==> src/brake_pkg.sv <==
// shared constants of the brake control and status bit bank
package brake_pkg;
  // ***********************************************************
  // timing
  // ***********************************************************
  localparam int CLK_PERIOD_NS = 20;
  localparam int TICK_PERIOD_NS = 1000000; // watchdog time base, 1 ms
  localparam int TICK_CYCLES = (TICK_PERIOD_NS + CLK_PERIOD_NS - 1) / CLK_PERIOD_NS;
  // ***********************************************************
  // register byte offsets
  // ***********************************************************
  localparam logic [7:0] CTRL_OFF = 8'h00;
  localparam logic [7:0] GUARD_OFF = 8'h04;
  localparam logic [7:0] SENSOR_OFF = 8'h08;
  localparam logic [7:0] KICK_OFF = 8'h0c;
  localparam logic [7:0] STATUS_OFF = 8'h10;
  localparam logic [7:0] SPEED_OFF = 8'h14;
  localparam logic [7:0] DUTY_BASE = 8'h20;
  // ***********************************************************
  // field positions and widths
  // ***********************************************************
  localparam int CTRL_SUP_BIT = 0;
  localparam int CTRL_UPPER_LSB = 1;
  localparam int CTRL_LOWER_LSB = 3;
  localparam int CTRL_RATE_LSB = 5;
  localparam int CTRL_SEL_LO_BIT = 7;
  localparam int CTRL_SEL_HI_BIT = 8;
  localparam int CTRL_KIND_BIT = 9;
  localparam int CTRL_W = 10;
  localparam int GUARD_W = 5;
  localparam int SENSOR_W = 10;
  localparam int DUTY_W = 10;
  localparam int DUTY_REG_W = 12; // duty in [9:0], phase in [11:10]
  // ***********************************************************
  // reset values
  // ***********************************************************
  localparam logic [CTRL_W-1:0] CTRL_RESET = 10'h000;
  localparam logic [GUARD_W-1:0] GUARD_RESET = 5'h00;
  localparam logic [SENSOR_W-1:0] SENSOR_RESET = 10'h000;
  localparam logic [DUTY_REG_W-1:0] DUTY_RESET = 12'h000;
  // ***********************************************************
  // watchdog windows in ms, indexed by select code
  // ***********************************************************
  localparam logic [6:0] UPPER_MS [4] = '{7'h40, 7'h20, 7'h10, 7'h08};
  localparam logic [6:0] LOWER_MS [4] = '{7'h20, 7'h10, 7'h08, 7'h04};
  // pwm: quarter of a 1024-step period, and clocks per step per rate code
  localparam logic [9:0] PHASE_QUARTER = 10'h100;
  localparam logic [15:0] PWM_STEP_DEFAULT [4] = '{16'h0001, 16'h0002, 16'h0004, 16'h0008};
  // watchdog states, gray along off, wait, ok, fail
  typedef enum logic [1:0] {
    WD_OFF = 2'b00,
    WD_WAIT = 2'b01,
    WD_OK = 2'b11,
    WD_FAIL = 2'b10
  } wd_state_t;
endpackage : brake_pkg

==> src/pwm_if.sv <==
// shared pwm time base carried to every channel
`timescale 1ns/1ns
interface pwm_if;
  logic [9:0] pos; // position within the 1024-step period
  logic step;      // one-cycle pulse when pos advances
  modport src (output pos, output step);
  modport sink (input pos, input step);
endinterface : pwm_if

==> src/pwm_channel.sv <==
// one pwm solenoid channel with phase offset and period-aligned duty
`timescale 1ns/1ns
module pwm_channel (
  input wire logic clk_i,                                  // core clock
  input wire logic rst_n_i,                                // synced reset
  pwm_if.sink tb,                                          // time base
  input wire logic [brake_pkg::DUTY_W-1:0] duty_i,         // written duty
  input wire logic [1:0] phase_i,                          // phase code
  input wire logic permit_i,                               // watchdog permit
  output logic drive_o                                     // driver on
);
  logic [9:0] local_pos;
  logic [brake_pkg::DUTY_W-1:0] duty_reg;
  // shifted position: a quarter period per phase code
  assign local_pos = 10'(tb.pos + 10'(phase_i * brake_pkg::PHASE_QUARTER));
  // new duty only at this channel's period start
  always_ff @(posedge clk_i or negedge rst_n_i) begin
    if (!rst_n_i) begin
      duty_reg <= '0;
      drive_o <= 1'b0;
    end else begin
      if (tb.step && local_pos == 10'h3ff) begin
        duty_reg <= duty_i;
      end
      drive_o <= permit_i && (local_pos < duty_reg);
    end
  end
endmodule : pwm_channel

==> src/watchdog_timer.sv <==
// windowed watchdog: service must land between lower and upper limits
`timescale 1ns/1ns
module watchdog_timer #(
  parameter int TICK_CYCLES = brake_pkg::TICK_CYCLES // clocks per ms
) (
  input wire logic clk_i,            // core clock
  input wire logic rst_n_i,          // synced reset
  input wire logic enable_i,         // supervision on
  input wire logic kick_i,           // service pulse
  input wire logic [1:0] upper_i,    // upper window code
  input wire logic [1:0] lower_i,    // lower window code
  output logic ok_o                  // watchdog status
);
  brake_pkg::wd_state_t state_reg, state_next;
  logic [31:0] tick_reg;
  logic [6:0] ms_reg;
  logic ms_tick;
  logic early;
  logic late;
  // millisecond tick and elapsed-ms count since last service
  assign ms_tick = (tick_reg == 32'(TICK_CYCLES - 1));
  assign early = ms_reg < brake_pkg::LOWER_MS[lower_i];
  assign late = ms_reg >= brake_pkg::UPPER_MS[upper_i];
  assign ok_o = (state_reg == brake_pkg::WD_OK);
  // window checks decide the status
  always_comb begin
    state_next = state_reg;
    unique case (state_reg)
      brake_pkg::WD_OFF: if (enable_i) state_next = brake_pkg::WD_WAIT;
      brake_pkg::WD_WAIT, brake_pkg::WD_FAIL: if (kick_i) state_next = brake_pkg::WD_OK;
      brake_pkg::WD_OK: begin
        if (late || (kick_i && early)) begin
          state_next = brake_pkg::WD_FAIL;
        end
      end
    endcase
    if (!enable_i) begin
      state_next = brake_pkg::WD_OFF;
    end
  end
  // counters restart on every service
  always_ff @(posedge clk_i or negedge rst_n_i) begin
    if (!rst_n_i) begin
      state_reg <= brake_pkg::WD_OFF;
      tick_reg <= '0;
      ms_reg <= '0;
    end else begin
      state_reg <= state_next;
      if (kick_i || !enable_i) begin
        tick_reg <= '0;
        ms_reg <= '0;
      end else if (ms_tick) begin
        tick_reg <= '0;
        ms_reg <= (ms_reg == 7'h7f) ? ms_reg : 7'(ms_reg + 7'h01);
      end else begin
        tick_reg <= 32'(tick_reg + 32'h1);
      end
    end
  end
endmodule : watchdog_timer

==> src/brake_ctrl_bits.sv <==
// brake controller control and status bit bank behind an ahb-lite slave
// ***********************************************************
// ***********************************************************
//
// Local design decisions: the AHB-Lite slave port and the placing of the registers.
`timescale 1ns/1ns
module brake_ctrl_bits #(
  parameter int TICK_CYCLES = brake_pkg::TICK_CYCLES,          // clocks per ms
  parameter int CHANNELS = 4,                                  // pwm channels
  parameter logic [15:0] PWM_STEP_TABLE [4] = brake_pkg::PWM_STEP_DEFAULT // clocks/step
) (
  input wire logic clk_i,                          // core clock, 50 MHz
  input wire logic arst_n_i,                       // async reset, low
  input wire logic hsel_i,                         // ahb select
  input wire logic [31:0] haddr_i,                 // ahb address
  input wire logic [1:0] htrans_i,                 // ahb transfer type
  input wire logic hwrite_i,                       // ahb write
  input wire logic [2:0] hsize_i,                  // ahb size, word only
  input wire logic [31:0] hwdata_i,                // ahb write data
  input wire logic hready_i,                       // ahb ready in
  output logic [31:0] hrdata_o,                    // ahb read data
  output logic hreadyout_o,                        // ahb ready out
  output logic hresp_o,                            // ahb response
  input wire logic battery_overvoltage_i,          // overvoltage fault
  input wire logic [3:0] sensor_supply_current_fault_i, // supply limit faults
  input wire logic reference_level_good_i,         // comparator output
  input wire logic [31:0] speed_counts_i,          // four 8-bit counters
  input wire logic serial_select_n_i,              // serial select, low
  input wire logic main_relay_request_i,           // main relay on request
  input wire logic pump_relay_request_i,           // pump relay on request
  output logic [CHANNELS-1:0] solenoid_drive_o,    // pwm solenoid drivers
  output logic main_relay_gate_o,                  // main relay gate
  output logic pump_relay_gate_o,                  // pump relay gate
  output logic main_relay_ground_short_guard_o,    // guard enable
  output logic main_relay_overcurrent_guard_o,     // guard enable
  output logic pump_relay_ground_short_guard_o,    // guard enable
  output logic pump_relay_overcurrent_guard_o,     // guard enable
  output logic main_relay_leakage_guard_o,         // guard enable
  output logic [3:0] sensor_supply_on_o,           // sensor supplies
  output logic [3:0] sensor_return_on_o,           // sensor returns
  output logic speed_output_enable_a_o,            // speed output a
  output logic speed_output_enable_b_o,            // speed output b
  output logic sensor_kind_o,                      // 1 active sensors
  output logic watchdog_ok_state_o                 // watchdog status
);
  // ***********************************************************
  // reset release
  // ***********************************************************
  logic [1:0] rst_pipe_reg;
  logic rst_n;
  // two flops release the reset synchronously
  always_ff @(posedge clk_i or negedge arst_n_i) begin
    if (!arst_n_i) begin
      rst_pipe_reg <= 2'b00;
    end else begin
      rst_pipe_reg <= {rst_pipe_reg[0], 1'b1};
    end
  end
  assign rst_n = rst_pipe_reg[1];

  // ***********************************************************
  // bus decode
  // ***********************************************************
  logic take;
  logic rd_take;
  logic wr_pend_reg;
  logic [7:0] wr_addr_reg;
  logic wr_ctrl;
  logic wr_guard;
  logic wr_sensor;
  logic wr_kick;
  logic status_rd;
  logic [CHANNELS-1:0] wr_duty;
  logic [31:0] rdata_next;
  logic [31:0] rdata_reg;
  // address phase taken on select, nonseq/seq and ready
  assign take = hsel_i && htrans_i[1] && hready_i;
  assign rd_take = take && !hwrite_i;
  assign wr_ctrl = wr_pend_reg && (wr_addr_reg == brake_pkg::CTRL_OFF);
  assign wr_guard = wr_pend_reg && (wr_addr_reg == brake_pkg::GUARD_OFF);
  assign wr_sensor = wr_pend_reg && (wr_addr_reg == brake_pkg::SENSOR_OFF);
  assign wr_kick = wr_pend_reg && (wr_addr_reg == brake_pkg::KICK_OFF);
  assign status_rd = rd_take && (haddr_i[7:0] == brake_pkg::STATUS_OFF);
  assign hreadyout_o = 1'b1;
  assign hresp_o = 1'b0;
  assign hrdata_o = rdata_reg;
  // per-channel duty register write strobes
  for (genvar c = 0; c < CHANNELS; c++) begin : g_duty_dec
    assign wr_duty[c] = wr_pend_reg &&
      (wr_addr_reg == 8'(brake_pkg::DUTY_BASE + 8'(4 * c)));
  end
  // capture the write address phase for the data phase
  always_ff @(posedge clk_i or negedge rst_n) begin
    if (!rst_n) begin
      wr_pend_reg <= 1'b0;
      wr_addr_reg <= '0;
    end else begin
      wr_pend_reg <= take && hwrite_i;
      wr_addr_reg <= haddr_i[7:0];
    end
  end

  // ***********************************************************
  // control registers
  // ***********************************************************
  logic [brake_pkg::CTRL_W-1:0] ctrl_reg;
  logic [brake_pkg::GUARD_W-1:0] guard_reg;
  logic [brake_pkg::SENSOR_W-1:0] sensor_reg;
  logic [brake_pkg::DUTY_REG_W-1:0] duty_reg [CHANNELS];
  logic watchdog_supervision_on;
  logic [1:0] upper_window_select;
  logic [1:0] lower_window_select;
  logic [1:0] pwm_rate_select;
  logic speed_counter_select_lo;
  logic speed_counter_select_hi;
  logic [1:0] counter_select;
  // software-written fields
  assign watchdog_supervision_on = ctrl_reg[brake_pkg::CTRL_SUP_BIT];
  assign upper_window_select = ctrl_reg[brake_pkg::CTRL_UPPER_LSB +: 2];
  assign lower_window_select = ctrl_reg[brake_pkg::CTRL_LOWER_LSB +: 2];
  assign pwm_rate_select = ctrl_reg[brake_pkg::CTRL_RATE_LSB +: 2];
  assign speed_counter_select_lo = ctrl_reg[brake_pkg::CTRL_SEL_LO_BIT];
  assign speed_counter_select_hi = ctrl_reg[brake_pkg::CTRL_SEL_HI_BIT];
  assign counter_select = {speed_counter_select_hi, speed_counter_select_lo};
  assign sensor_kind_o = ctrl_reg[brake_pkg::CTRL_KIND_BIT];
  // control and guard registers; guards all come up disabled
  always_ff @(posedge clk_i or negedge rst_n) begin
    if (!rst_n) begin
      ctrl_reg <= brake_pkg::CTRL_RESET;
      guard_reg <= brake_pkg::GUARD_RESET;
    end else begin
      if (wr_ctrl) begin
        ctrl_reg <= hwdata_i[brake_pkg::CTRL_W-1:0];
      end
      if (wr_guard) begin
        guard_reg <= hwdata_i[brake_pkg::GUARD_W-1:0];
      end
    end
  end
  // sensor enables: overvoltage is the only hardware clear and wins
  always_ff @(posedge clk_i or negedge rst_n) begin
    if (!rst_n) begin
      sensor_reg <= brake_pkg::SENSOR_RESET;
    end else if (battery_overvoltage_i) begin
      sensor_reg <= brake_pkg::SENSOR_RESET;
    end else if (wr_sensor) begin
      sensor_reg <= hwdata_i[brake_pkg::SENSOR_W-1:0];
    end
  end
  // duty and phase per channel
  always_ff @(posedge clk_i or negedge rst_n) begin
    if (!rst_n) begin
      for (int i = 0; i < CHANNELS; i++) begin
        duty_reg[i] <= brake_pkg::DUTY_RESET;
      end
    end else begin
      for (int i = 0; i < CHANNELS; i++) begin
        if (wr_duty[i]) begin
          duty_reg[i] <= hwdata_i[brake_pkg::DUTY_REG_W-1:0];
        end
      end
    end
  end
  // guard and sensor outputs straight from the registers
  assign main_relay_ground_short_guard_o = guard_reg[0];
  assign main_relay_overcurrent_guard_o = guard_reg[1];
  assign pump_relay_ground_short_guard_o = guard_reg[2];
  assign pump_relay_overcurrent_guard_o = guard_reg[3];
  assign main_relay_leakage_guard_o = guard_reg[4];
  assign sensor_supply_on_o = sensor_reg[3:0];
  assign sensor_return_on_o = sensor_reg[7:4];
  assign speed_output_enable_a_o = sensor_reg[8];
  assign speed_output_enable_b_o = sensor_reg[9];

  // ***********************************************************
  // watchdog and sticky fault
  // ***********************************************************
  logic wd_ok;
  logic wd_ok_prev_reg;
  logic watchdog_fault_sticky;
  logic fault_set;
  logic permit;
  watchdog_timer #(
    .TICK_CYCLES(TICK_CYCLES)
  ) u_wd (
    .clk_i(clk_i),
    .rst_n_i(rst_n),
    .enable_i(watchdog_supervision_on),
    .kick_i(wr_kick),
    .upper_i(upper_window_select),
    .lower_i(lower_window_select),
    .ok_o(wd_ok)
  );
  // a fall of the status under supervision latches the fault
  assign fault_set = watchdog_supervision_on && wd_ok_prev_reg && !wd_ok;
  assign permit = !watchdog_supervision_on || wd_ok;
  assign watchdog_ok_state_o = wd_ok;
  // set beats the clear-on-read in the same cycle
  always_ff @(posedge clk_i or negedge rst_n) begin
    if (!rst_n) begin
      wd_ok_prev_reg <= 1'b0;
      watchdog_fault_sticky <= 1'b0;
    end else begin
      wd_ok_prev_reg <= wd_ok;
      watchdog_fault_sticky <= fault_set || (watchdog_fault_sticky && !status_rd);
    end
  end

  // ***********************************************************
  // relay gates
  // ***********************************************************
  // relay gates held off while supervision blocks the drivers
  always_ff @(posedge clk_i or negedge rst_n) begin
    if (!rst_n) begin
      main_relay_gate_o <= 1'b0;
      pump_relay_gate_o <= 1'b0;
    end else begin
      main_relay_gate_o <= main_relay_request_i && permit;
      pump_relay_gate_o <= pump_relay_request_i && permit;
    end
  end

  // ***********************************************************
  // pwm time base and channels
  // ***********************************************************
  pwm_if tb ();
  logic [15:0] presc_reg;
  logic [9:0] pos_reg;
  logic step_now;
  logic [15:0] step_len;
  // rate code picks clocks per step from the table
  assign step_len = PWM_STEP_TABLE[pwm_rate_select];
  assign step_now = (presc_reg >= 16'(step_len - 16'h0001));
  assign tb.pos = pos_reg;
  assign tb.step = step_now;
  // prescaler and 1024-step period position
  always_ff @(posedge clk_i or negedge rst_n) begin
    if (!rst_n) begin
      presc_reg <= '0;
      pos_reg <= '0;
    end else if (step_now) begin
      presc_reg <= '0;
      pos_reg <= 10'(pos_reg + 10'h001);
    end else begin
      presc_reg <= 16'(presc_reg + 16'h0001);
    end
  end
  // one channel per solenoid driver
  for (genvar c = 0; c < CHANNELS; c++) begin : g_pwm
    pwm_channel u_ch (
      .clk_i(clk_i),
      .rst_n_i(rst_n),
      .tb(tb.sink),
      .duty_i(duty_reg[c][brake_pkg::DUTY_W-1:0]),
      .phase_i(duty_reg[c][brake_pkg::DUTY_W +: 2]),
      .permit_i(permit),
      .drive_o(solenoid_drive_o[c])
    );
  end

  // ***********************************************************
  // wheel-speed counter capture
  // ***********************************************************
  logic sel_n_prev_reg;
  logic sel_rise;
  logic [7:0] speed_counter_value;
  logic [7:0] speed_pick;
  // selected channel latched when the select line returns high
  assign speed_pick = speed_counts_i[counter_select * 8 +: 8];
  assign sel_rise = serial_select_n_i && !sel_n_prev_reg;
  always_ff @(posedge clk_i or negedge rst_n) begin
    if (!rst_n) begin
      sel_n_prev_reg <= 1'b1;
      speed_counter_value <= '0;
    end else begin
      sel_n_prev_reg <= serial_select_n_i;
      if (sel_rise) begin
        speed_counter_value <= speed_pick;
      end
    end
  end

  // ***********************************************************
  // read data
  // ***********************************************************
  // read mux on the address phase, unmapped reads give zero
  always_comb begin
    rdata_next = '0;
    unique case (haddr_i[7:0])
      brake_pkg::CTRL_OFF: rdata_next[brake_pkg::CTRL_W-1:0] = ctrl_reg;
      brake_pkg::GUARD_OFF: rdata_next[brake_pkg::GUARD_W-1:0] = guard_reg;
      brake_pkg::SENSOR_OFF: rdata_next[brake_pkg::SENSOR_W-1:0] = sensor_reg;
      brake_pkg::STATUS_OFF: begin
        rdata_next[0] = wd_ok;
        rdata_next[1] = watchdog_fault_sticky;
        rdata_next[5:2] = sensor_supply_current_fault_i;
        rdata_next[6] = reference_level_good_i;
      end
      brake_pkg::SPEED_OFF: rdata_next[7:0] = speed_counter_value;
      default: begin
        for (int i = 0; i < CHANNELS; i++) begin
          if (haddr_i[7:0] == 8'(brake_pkg::DUTY_BASE + 8'(4 * i))) begin
            rdata_next[brake_pkg::DUTY_REG_W-1:0] = duty_reg[i];
          end
        end
      end
    endcase
  end
  // read data held from a register through the data phase
  always_ff @(posedge clk_i or negedge rst_n) begin
    if (!rst_n) begin
      rdata_reg <= '0;
    end else if (rd_take) begin
      rdata_reg <= rdata_next;
    end
  end
endmodule : brake_ctrl_bits

==> config.mk <==
export PLATFORM = sky130hd
export DESIGN_NAME = brake_ctrl_bits
export DESIGN_NICKNAME = d
export VERILOG_FILES = /design/src/brake_pkg.sv /design/src/pwm_if.sv /design/src/pwm_channel.sv /design/src/watchdog_timer.sv /design/src/brake_ctrl_bits.sv
export SDC_FILE = /design/constraint.sdc
export NUM_CORES = 1
export LEC_CHECK = 0
export ABC_AREA = 1
export ABC_CLOCK_PERIOD_IN_PS = 18230
export BUFFER_PORTS_ARGS = -buffer_cell sky130_fd_sc_hd__buf_4
export CORE_MARGIN = 1
export CORE_UTILIZATION = 30
export CTS_CLUSTER_DIAMETER = 150
export DETAILED_ROUTE_END_ITERATION = 12
export PLACE_DENSITY = 0.57
export SLEW_MARGIN = 20
export SYNTH_ARGS = -nofsm -noshare
export SYNTH_HDL_FRONTEND = slang
export SYNTH_SLANG_ARGS = --single-unit
==> constraint.sdc <==
create_clock -name clk_i -period 18.23 [get_ports clk_i]
set_clock_uncertainty 0.1 [all_clocks]
set_input_delay 0.9115 -clock clk_i [delete_from_list [all_inputs] [get_ports clk_i]]
set_output_delay 0.9115 -clock clk_i [all_outputs]
set_load 0.1 [all_outputs]
# After elaboration in Yosys (flattened, before gate mapping)

Index checks and enable logic that the tools add are counted.
W data, S select, Z words.

Bits of input ports: 115
Logic and storage cells: 158
Output and inout port bits: 57
Register bits after elaboration: 220

Eq/ne operators: 27
Bitwise operators: 3
Reduce and logical (&&, ||, !) cells: 48
Add/sub/neg operators: 9
$lt $le $gt $ge: 10
Mux-type cells: 30
Shift operators: 1

Operator list:

| cell                    | number |
|---|---|
| $eq A8 B6 Y1 const B    | 8 |
| $mux W32                | 2 |
| $mux W7                 | 7 |
| $mux W12                | 4 |
| $mux W16                | 3 |
| $add A10 B10 Y10        | 4 |
| $eq A10 B10 Y1 const B  | 4 |
| $lt A10 B10 Y1          | 4 |
| $add A32 B1 Y32 const B | 1 |
| $bmux W16 S2            | 1 |
| $eq A32 B16 Y1 const B  | 1 |
| $shiftx A32 B6 Y8       | 1 |
| $bmux W7 S2             | 2 |
| $logic_and A1 B1 Y1     | 28 |
| $pmux W5 S5             | 1 |
| $eq A8 B4 Y1 const B    | 3 |
| $mux W10                | 2 |
| $add A16 B1 Y16 const B | 1 |
| $eq A8 B3 Y1 const B    | 2 |
| $eq A8 B5 Y1 const B    | 2 |
| $ge A16 B16 Y1          | 1 |
| $logic_not A8 Y1        | 2 |
| $sub A16 B1 Y16 const B | 1 |
| $pmux W2 S3             | 2 |
| other kinds (22)        | 41 |

# Depth between registers and ports, before layout

Gate-level depths: netlist of run 1.

Depth after elaboration: 10
Mapped depth: 13
Mapped depth without buffers: 13

# Modules after synthesis

A second synthesis of run 1 with hierarchy kept.

Cells, all modules: 1727
Area total of the unflattened synthesis: 13261.5 um^2

By module, submodules not included:

| module          | instances | cells each | area an instance (um^2) | sequential area each (um^2) |
|---|---|---|---|---|
| brake_ctrl_bits | 1         | 893        | 7145.6                  | 3379.5 |
| pwm_channel     | 4         | 103        | 820.8                   | 275.3 |
| watchdog_timer  | 1         | 422        | 2832.7                  | 1026.0 |

# Worst setup path before layout of run 1

OpenSTA, ideal clock, no wires.

Kind: register to output
Start: register u_wd.state_reg[0]
End: output port watchdog_ok_state_o
Data required time: 17218 ps
Cell stages (with the launch flop): 2
Path slack: 16025 ps
Path buffers: 0
Arrival: 1193 ps
Cells stage by stage: dfrtp_1 -> ha_1

Cells in the longest elaborated chain, start to end: 1

Ends and longest elaborated chain:

| item                     | RTL line              | source |
|---|---|---|
| start: declaration       | watchdog_timer.sv:14  | `brake_pkg::wd_state_t state_reg, state_next;` |
| start signal: assignment | watchdog_timer.sv:44  | `state_reg <= brake_pkg::WD_OFF;` |
| start signal: assignment | watchdog_timer.sv:48  | `state_reg <= state_next;` |
| $eq A2 B2 Y1             | watchdog_timer.sv:24  | `assign ok_o = (state_reg == brake_pkg::WD_OK);` |
| end: declaration         | brake_ctrl_bits.sv:44 | `output logic watchdog_ok_state_o` |

No other way between the ends.

# Worst setup path after layout of run 1

Start: register ctrl_reg[6] (netlist name)
End: register g_pwm[1].u_ch.duty_reg[9] (netlist name)

Cells in the longest elaborated chain, start to end: 7

Ends and longest elaborated chain:

| item                                         | RTL line               | source |
|---|---|---|
| start: declaration                           | brake_ctrl_bits.sv:106 | `logic [brake_pkg::CTRL_W-1:0] ctrl_reg;` |
| start signal: assignment                     | brake_ctrl_bits.sv:129 | `ctrl_reg <= brake_pkg::CTRL_RESET;` |
| start signal: assignment                     | brake_ctrl_bits.sv:133 | `ctrl_reg <= hwdata_i[brake_pkg::CTRL_W-1:0];` |
| $not A2 Y3 (implied by the code)             | brake_ctrl_bits.sv:232 | `assign step_len = PWM_STEP_TABLE[pwm_rate_select];` |
| $bmux W16 S2                                 | brake_ctrl_bits.sv:232 |  |
| $mux W16 (implied by the code) (2 in series) | brake_ctrl_bits.sv:232 |  |
| $sub A16 B1 Y16                              | brake_ctrl_bits.sv:233 | `assign step_now = (presc_reg >= 16'(step_len - 16'h0001));` |
| $ge A16 B16 Y1                               | brake_ctrl_bits.sv:233 |  |
| $logic_and A1 B1 Y1                          | pwm_channel.sv:22      | `if (tb.step && local_pos == 10'h3ff) begin` |
| end signal: assignment                       | pwm_channel.sv:23      | `duty_reg <= duty_i;` |
| end: declaration                             | pwm_channel.sv:13      | `logic [brake_pkg::DUTY_W-1:0] duty_reg;` |

No other way between the ends. The select of a mux whose other input is x is not followed.
A chain may end at the register's enable or synchronous reset.

==> results.md, run 1 <==
Critical path:
- On the worst path, the slowest cell contributes a delay of 570 ps.
- The largest delay contributor family on the critical path is simple AND/OR/NAND/NOR gates.
- The type of the setup path with the least slack is register to register.
- Data on the critical path arrives at its endpoint at about 3200 ps.
- The number of buffers and inverters on the critical path is 1.
- The critical-path cell with the highest stage delay is nand3_4.
- The biggest fanout along the worst timing path is roughly 50.
- Traced cell by cell, the critical path runs through or2_2 > ha_1 > inv_1 > a21boi_0 > o21bai_1 > nand3_4 > nand2_2 > nand2_1 > o21ai_2.
- The required time of the critical path is about 19,000 ps.
- The worst setup path is launched from a register.
- STA classifies the critical path endpoint as a register.

Logic synthesis:
- In this run the cell area of the synthesized design comes to roughly 12,000 µm².
- In the synthesized netlist the async set-or-reset flop fraction comes to between 90% and 100%.
- The number of distinct library cells after synthesis is 45.
- The number of warning messages in the yosys log is 0.
- The share of synthesized area occupied by flip-flops and latches is roughly 46%.
- The synthesized design contains 220 register bits.
- The most frequently used flop master after synthesis is dfrtp_1.
- The synthesized design contains 0 enable-type register cells.
- The average instance in the mapped netlist occupies between 7 and 8 µm².
- The post-synthesis instance total is 1,555.

Timing:
- The worst-case headroom to the max-slew limit is between 20% and 30%.
- The accumulated negative setup slack is 0 ps.
- Derived from the worst setup path, the maximum achievable clock frequency is 0.347 GHz.
- The count of endpoints failing hold in the final timing report is 0.
- The smallest clock period supported by the final layout is computed as about 2900 ps.
- Setup repair after global routing left no endpoint under its margin.
- The max-slew violation total from the final report is 0.
- The slew at the pin with the worst max-slew slack is roughly 1100 ps.
- Setup violations remaining at the end of the flow were counted as 0.
- The worst path uses between 10% and 20% of the clock period.

Final layout:
- The filler cells instantiated in the layout total about 4,200.
- The area growth from synthesis to layout is 16.6%.
- Once layout is complete, the utilization of the core stands at a little over a third.
- The fraction of layout instances using a drive strength above 1 is a little under an eighth.
- The flip-flop count of the largest register after layout is between 40 and 50.
- The net count of the finished layout is 1,831.

Pwr:
- Power spread over the standard cell area amounts to around 100 nW/µm².
- Summed over all cells, the static leakage comes to roughly 7.2 nW.
- The highest ir drop seen on vdd is between 0.00007 and 0.00008 V.

CTS:
- At the later pin of the worst-skew pair, clock insertion delay measures 550 ps.
- The number of hold buffers added after CTS was 0.
- The number of buffers on the longest clock path is 3.
- The clock slew seen by the registers of the worst setup and hold paths is around 60 ps.
- The total number of H-tree levels is 1.
- The number of gates resized after CTS was 0.
- The number of clock sinks seen by CTS is between 200 and 250.
- In this run the clock root is driven by a clkbuf_16.
- TritonCTS built the clock tree.
- The post-CTS setup buffer count is 0.
- The CTS buffer count is 26.

Drt:
- The remaining antenna violation count is 0.
- The first-iteration detailed-routing DRC count is 768.
- Before antenna repair, the detailed router went through 5 iterations.
- The routed via count divided by cell count is between 4 and 5.
- For this run, design rule violations remaining after detail routing come to 0.
- Wires add up to approximately 34,000 µm.
- The mean routed wirelength per cell is ~15 µm.
- The via count of the routed design is 10,182.

Floorplanning:
- The die covers slightly above 40,000 µm².
- The die width is 203 µm.
- The row count is 73.
- The total I/O pin count is 172.
- Once the floorplan was initialized, standard cells occupied between 30% and 40% of the core.
- The floorplan step set the die height to ~200 µm.
- In this run the standard cell core region covers about 40,000 µm².

Outcome:
- The flow ran to the end, and the final reports show no timing, DRC or antenna violations.

Placed design:
- The HPWL after detailed placement is 24,600 µm.
- The congestion estimate from routability-driven global placement came to a little under 0.9.
- Buffers placed on the I/O ports in this run total 101.

GRT:
- The overall track demand over capacity in global routing is between 10% and 20%.
- Entering global routing, the biggest net connects between 150 and 200 pins.
- The initial antenna violation count is 0.
- After global routing the overflow that remains totals 0.
- The via count of the first global-routing pass came to about 10,000.
- The first global-routing pass estimated 54,700 µm of wire.

Run:
- Across the run, the number of max-cap violations was 0.

Hold path:
- The class of the worst hold path is input pin to asynchronous set/reset pin.
==> power by group <==
group | leakage [nW] | internal (mW) | switching (mW) | total (mW)
clock network | 0.415 | 0.305 | 0.212 | 0.516
logic | 4.21 | 0.101 | 0.194 | 0.294
registers | 2.55 | 0.534 | 0.0682 | 0.602
total | 7.18 | 0.939 | 0.474 | 1.41
==> per-stage QoR <==
stage	power [mW]	std cells	hold slack (ps)	cell area, µm²	setup slack, ps
after global routing	1.50	2202	18.1	14100	15090
final	1.41	2203	37.8	14100	15350
after global placement	0.897	2155	239	13300	15080
after detailed placement	0.909	2155	239	13300	15140
after floorplan	0.819	1588	231	12200	11550
after CTS	1.43	2202	20.4	14100	15300
==> kinds of logic (layout without fill, tap and decap cells) <==
logic type | Yosys count | after routing | share of synthesized area, %
flops | 220 | 220 | 45.5
compound gates | 176 | 176 | 8.48
xor+xnor | 28 | 28 | 2.03
other cells | 2 | 36 | 0.0621
fa+ha+maj | 58 | 58 | 6.00
buf+inv | 233 | 322 | 8.78
simple gates | 838 | 838 | 29.1
==> layer usage <==
metal | global-route usage [%] | vias up | part of all wire (%)
met5 | 0 | - | 0
met4 | 4.86 | 0 | 2.3
met3 | 2.26 | 43 | 4.2
met2 | 26.8 | 224 | 45
met1 | 23.8 | 4807 | 49
li1 | - | 5108 | -
==> layout make-up <==
| type | count | area [µm²] | share of cell area, % |
|---|---|---|---|
| sequential | 220 | 5510 | 39.1 |
| clock buffer | 39 | 771 | 5.47 |
| timing repair buffer | 106 | 808 | 5.73 |
| antenna | 1 | 2.50 | 0.0177 |
| tap | 525 | 657 | 4.66 |
| multi-input combinational | 1135 | 5650 | 40.1 |
| clock inverter | 8 | 67.6 | 0.479 |
| inverter | 169 | 634 | 4.50 |
==> cell usage after synthesis (all sizes together), types with 12 or more instances <==
cell type	count	area, µm²
nor2	227	880
o21ai	123	698
ha	58	726
clkbuf	12	45.0
nand4	17	121
a21oi	22	110
buf	52	383
xor2	25	219
dfrtp	219	5480
inv	168	631
nor3	30	171
nand3	127	658
nand2	427	1630
==> layout by cell type (no fill, tap or decap), drive strengths merged, types with 2 or more instances in the layout <==
master and count:
a21boi 5, a21o 3, a21oi 22, a31oi 6, buf 106, clkbuf 39
clkinv 7, conb 35, dfrtp 219, ha 58, inv 168, nand2 427
nand3 127, nand4 17, nor2 227, nor3 30, nor3b 2, o211ai 5
o21a 4, o21ai 123, o21bai 2, o22ai 6, or2 5, xnor2 3
xor2 25
==> worst paths after layout <==
kind,start,to,slack (ps),cells after the start
worst max-delay path,ctrl_reg[6]$_DFFE_PN0P_,g_pwm[1].u_ch.duty_reg[9]$_DFFE_PN0P_,15350,9
worst min-delay path,arst_n_i,rst_pipe_reg[1]$_DFF_PN0_,40,1
worst max register to register,ctrl_reg[6]$_DFFE_PN0P_,g_pwm[1].u_ch.duty_reg[9]$_DFFE_PN0P_,15350,9
min in group clk_i,rst_pipe_reg[0]$_DFF_PN0_,rst_pipe_reg[1]$_DFF_PN0_,250,0
max in group asynchronous,rst_pipe_reg[1]$_DFF_PN0_,g_pwm[0].u_ch.duty_reg[9]$_DFFE_PN0P_,16300,1
worst min register to register,rst_pipe_reg[0]$_DFF_PN0_,rst_pipe_reg[1]$_DFF_PN0_,250,0
Note: power is estimated with default switching activity, not from simulation.
==> inputs of run 2 (changes only) <==
- ABC_AREA: 1 -> 0
- ABC_CLOCK_PERIOD_IN_PS: 18230 -> 2750
- clock period: 18.23 -> 2.75 ns (I/O delays scaled with it)
==> results.md, run 2 <==
Logic synthesis:
- The proportion of netlist area held by the largest area contributor was 48.1% (+2.7 points).
- The register bit count reported by yosys is 220 (unchanged).
- The biggest area consumer among synthesized cells is dfrtp_1.
- The post-synthesis instance total is 988 (-36%).
- The async set or reset register ratio after synthesis was 100% (unchanged).
- The post-synthesis instance area was 11,400 µm² (-5.7%).
- Sorting the synthesized cells by how often they occur yields 219 x dfrtp_1, 71 x nor2_1, 58 x ha_1.
- The share of synthesized area occupied by flip-flops and latches was 48.3% (+2.8 points).
- The number of distinct library cells after synthesis is 69 (+53%).
- Among all cell types in the netlist, the one instantiated most often is dfrtp_1.
- By area the synthesized netlist is led by dfrtp_1 48%, ha_1 6.4%, mux2_4 5.3%, mux2_1 5.1%, xnor2_1 3.0%.
- The most frequently used flop master after synthesis is dfrtp_1.
- The number of synthesized flops with an enable pin is 0 (unchanged).
- The post-synthesis area per instance is 11.5 µm² (+48%).
- The number of warning messages in the yosys log is 0 (unchanged).

Timing:
- The accumulated negative setup slack came to 0 ps (unchanged).
- The max-slew violation total from the final report is 0 (unchanged).
- The fmax is 0.378 GHz (+9.1%).
- The count of endpoints failing hold in the final timing report is 0 (unchanged).
- The final critical-path share of the clock period is 96.2% (+80 points).
- Setup repair after global routing left no endpoint under its margin.
- The slew at the pin with the worst max-slew slack was 1040 ps (-83.5 ps).
- The final count of negative-setup-slack endpoints is 0 (unchanged).
- The worst-case headroom to the max-slew limit is 30.6% (+5.8 points).
- The final critical-path required period is 2640 ps (-239 ps).

Critical path:
- The critical path's most frequent cell is buf_4.
- The stage delay of the slowest cell on the critical path is 570 ps (about the same).
- The worst setup path is launched from a register.
- The slowest stage of the critical path is the or4_4 cell.
- The number of buffers and inverters on the critical path came to 2 (+1).
- The critical path is of the register to register type.
- The data arrival time at the worst-slack endpoint is 2980 ps (-260 ps).
- The required time of the critical path is 3080 ps (-15,510 ps).
- The kind of cell with the highest combined delay along the critical path is simple AND/OR/NAND/NOR gates.
- The biggest fanout along the worst timing path came to 10 (-80%).
- The critical path capture point type is a register.
- The logic depth of the worst setup path including buffers is 7 (-2).
- Traced cell by cell, the critical path runs through or4_4 > a2111oi_4 > o2111ai_4 > buf_4 > nor3b_2 > buf_4 > mux2_4.
- The depth of the worst register-to-register path came to 7 (-2).

CTS:
- In this run the clock root is driven by a clkbuf_16.
- The CTS buffer count is 28 (+7.7%).
- The total number of H-tree levels came to 1 (unchanged).
- The number of clock sinks seen by CTS is 220 (unchanged).
- The worst-skew pair later-pin latency is 560 ps (about the same).
- TritonCTS built the clock tree.
- The clock slew seen by the registers of the worst setup and hold paths is 60 ps (about the same).
- The number of buffers on the longest clock path is 3 (unchanged).

Pwr:
- The power after layout was 8.50 mW (+500%).
- The highest ir drop seen on vdd is 0.000467 V (+570%).
- The leakage power is 6.33 nW (-12%).
- The power density relative to cell area is 593 nW/µm² (+490%).

Floorplanning:
- The effective utilization at floorplan was 30.3% (-0.096 points).
- The placeable core region is 37,600 µm² (-5.4%).
- The die width was 197 µm (-2.9%).
- The die boundary height was 197 µm (-2.9%).
- The row count is 71 (-2.7%).
- The total I/O pin count is 172 (unchanged).
- The full die area is 38,800 µm² (-5.7%).

Placed design:
- The HPWL after detailed placement is 22,400 µm (-8.7%).
- The placer congestion estimate is 0.837 (-6.0%).
- The quantity of I/O buffers inserted on ports was 101 (unchanged).
- The number of placed instances, taps included was 1,610 (-25%).

Drt:
- The mean routed wirelength per cell came to 18.0 µm (+17%).
- The via count of the routed design is 8,184 (-20%).
- The final wirelength is 30,800 µm (-9.1%).
- The post-detailed-route DRC marker count is 0 (unchanged).
- The first-iteration detailed-routing DRC count is 395 (-49%).
- The first-pass detailed-route iteration total is 5 (unchanged).
- The remaining antenna violation count was 0 (unchanged).
- The routed via count divided by cell count is 4.80 (+3.9%).

Hold path:
- The path class of the tightest hold or removal check is input pin to register.
- The worst hold path passes through 5 cells.

GRT:
- The remaining global-route overflow is 0 (unchanged).
- The initial antenna violation count came to 0 (unchanged).
- The wire length of the first global-routing pass is 48,400 µm (-11%).
- The overall track demand over capacity in global routing is 16.2% (-0.59 points).
- The via count of the first global-routing pass came to 8,336 (-16%).
- The largest net degree at the start of global routing is 46 (-70%).

Run:
- The number of max-capacitance violations reported was 0 (unchanged).

Final layout:
- The fraction of layout instances using a drive strength above 1 came to 23.5% (+12 points).
- The number of fill cells is 3,699 (-12%).
- In the layout the commonest cells are 218 x dfrtp_1, 137 x buf_4, 71 x nor2_1.
- The library cell used most frequently in the layout, excluding fill and tap cells, is dfrtp_1.
- Relative to the synthesized area, the layout overhead comes to 25.7%.
- The number of standard cells in the final layout excluding fillers is 1,705 (-23%).
- The flip-flop count of the largest register after layout is 48 (unchanged).
- The net count of the finished layout is 1,348 (-26%).
- The antenna diode count is 0 (-1).

Outcome:
- The flow ran to the end, and the final reports show no timing, DRC or antenna violations.
## run 2: repair_timing
| action | in CTS | in global routing |
|---|---|---|
| setup endpoints to repair | 20 | 2 |
| hold endpoints to repair | 100 | 0 |
| gates resized for setup | 2 | 0 |
| setup buffers | 0 | 1 |
| hold buffers | 45 | 0 |
## run 2: metal layers
| metal | up-vias | routed length, µm | track usage (%) |
|---|---|---|---|
| met5 | - | 0 | 0 |
| met4 | 0 | 681 | 4.57 |
| met3 | 55 | 1850 | 3.80 |
| met2 | 217 | 13800 | 25.1 |
| met1 | 4058 | 14400 | 22.6 |
| li1 | 3854 | - | - |
## run 2: path summary, 6_finish.rpt
check | from | to | slack [ps]
min | sensor_supply_current_fault_i[3] | hrdata_o[5]$_DFFE_PN0P_ | 20
min reg2reg | rst_pipe_reg[1]$_DFF_PN0_ | presc_reg[6]$_DFF_PN0_ | 260
max | presc_reg[13]$_DFF_PN0_ | g_pwm[2].u_ch.duty_reg[8]$_DFFE_PN0P_ | 110
max reg2reg | presc_reg[13]$_DFF_PN0_ | g_pwm[2].u_ch.duty_reg[8]$_DFFE_PN0P_ | 110
min in group asynchronous | rst_pipe_reg[1]$_DFF_PN0_ | presc_reg[6]$_DFF_PN0_ | 260
max in group asynchronous | rst_pipe_reg[1]$_DFF_PN0_ | hrdata_o[11]$_DFFE_PN0P_ | 1580
## run 2: report_power, final
| part | total (mW) | switching, mW | internal (mW) |
|---|---|---|---|
| sequential | 3.48 | 0.111 | 3.37 |
| combinational | 1.47 | 0.912 | 0.557 |
| clock | 3.56 | 1.46 | 2.10 |
| total | 8.50 | 2.48 | 6.02 |
## run 2: stage by stage
step	worst slack [ps]	hold WS [ps]	utilization, %	cell area [µm²]
4_1_cts	99.1	5.40	38.1	14300
2_1_floorplan	421	-258	-	11500
6_report	105	22.5	38.1	14300
5_1_grt	0.625	41.4	38.1	14300
3_5_place_dp	-123	-180	34.5	13000
3_3_place_gp	-81.9	-180	34.5	13000
## run 2: layout make-up
| class | count | area (µm²) | share of cell area [%] |
|---|---|---|---|
| flip-flops and latches | 220 | 5510 | 38.4 |
| multi-input cells | 680 | 5500 | 38.4 |
| clock inverters | 10 | 97.6 | 0.681 |
| repair buffers | 187 | 1580 | 11.0 |
| inverters | 58 | 218 | 1.52 |
| clock buffers | 39 | 792 | 5.53 |
| well taps | 511 | 639 | 4.46 |
## run 2: logic make-up (layout without fill, tap and decap cells)
kind of cell	Yosys count	after routing	synth area share, %
other	2	35	0.0659
multiplexers	151	151	17.0
flip-flops	220	220	48.3
AND/OR/NAND/NOR	267	267	12.4
AO/OA/AOI/OAI	120	120	6.98
XOR/XNOR	49	49	3.76
buffers and inverters	121	294	5.13
adder cells (fa/ha/maj)	58	58	6.36
## run 2: tightest hold or removal path, cell delays in order
cell      delay, ps
buf_4            80
mux2i_1          60
o22ai_1         150
a221oi_1         90
o21ai_1         110
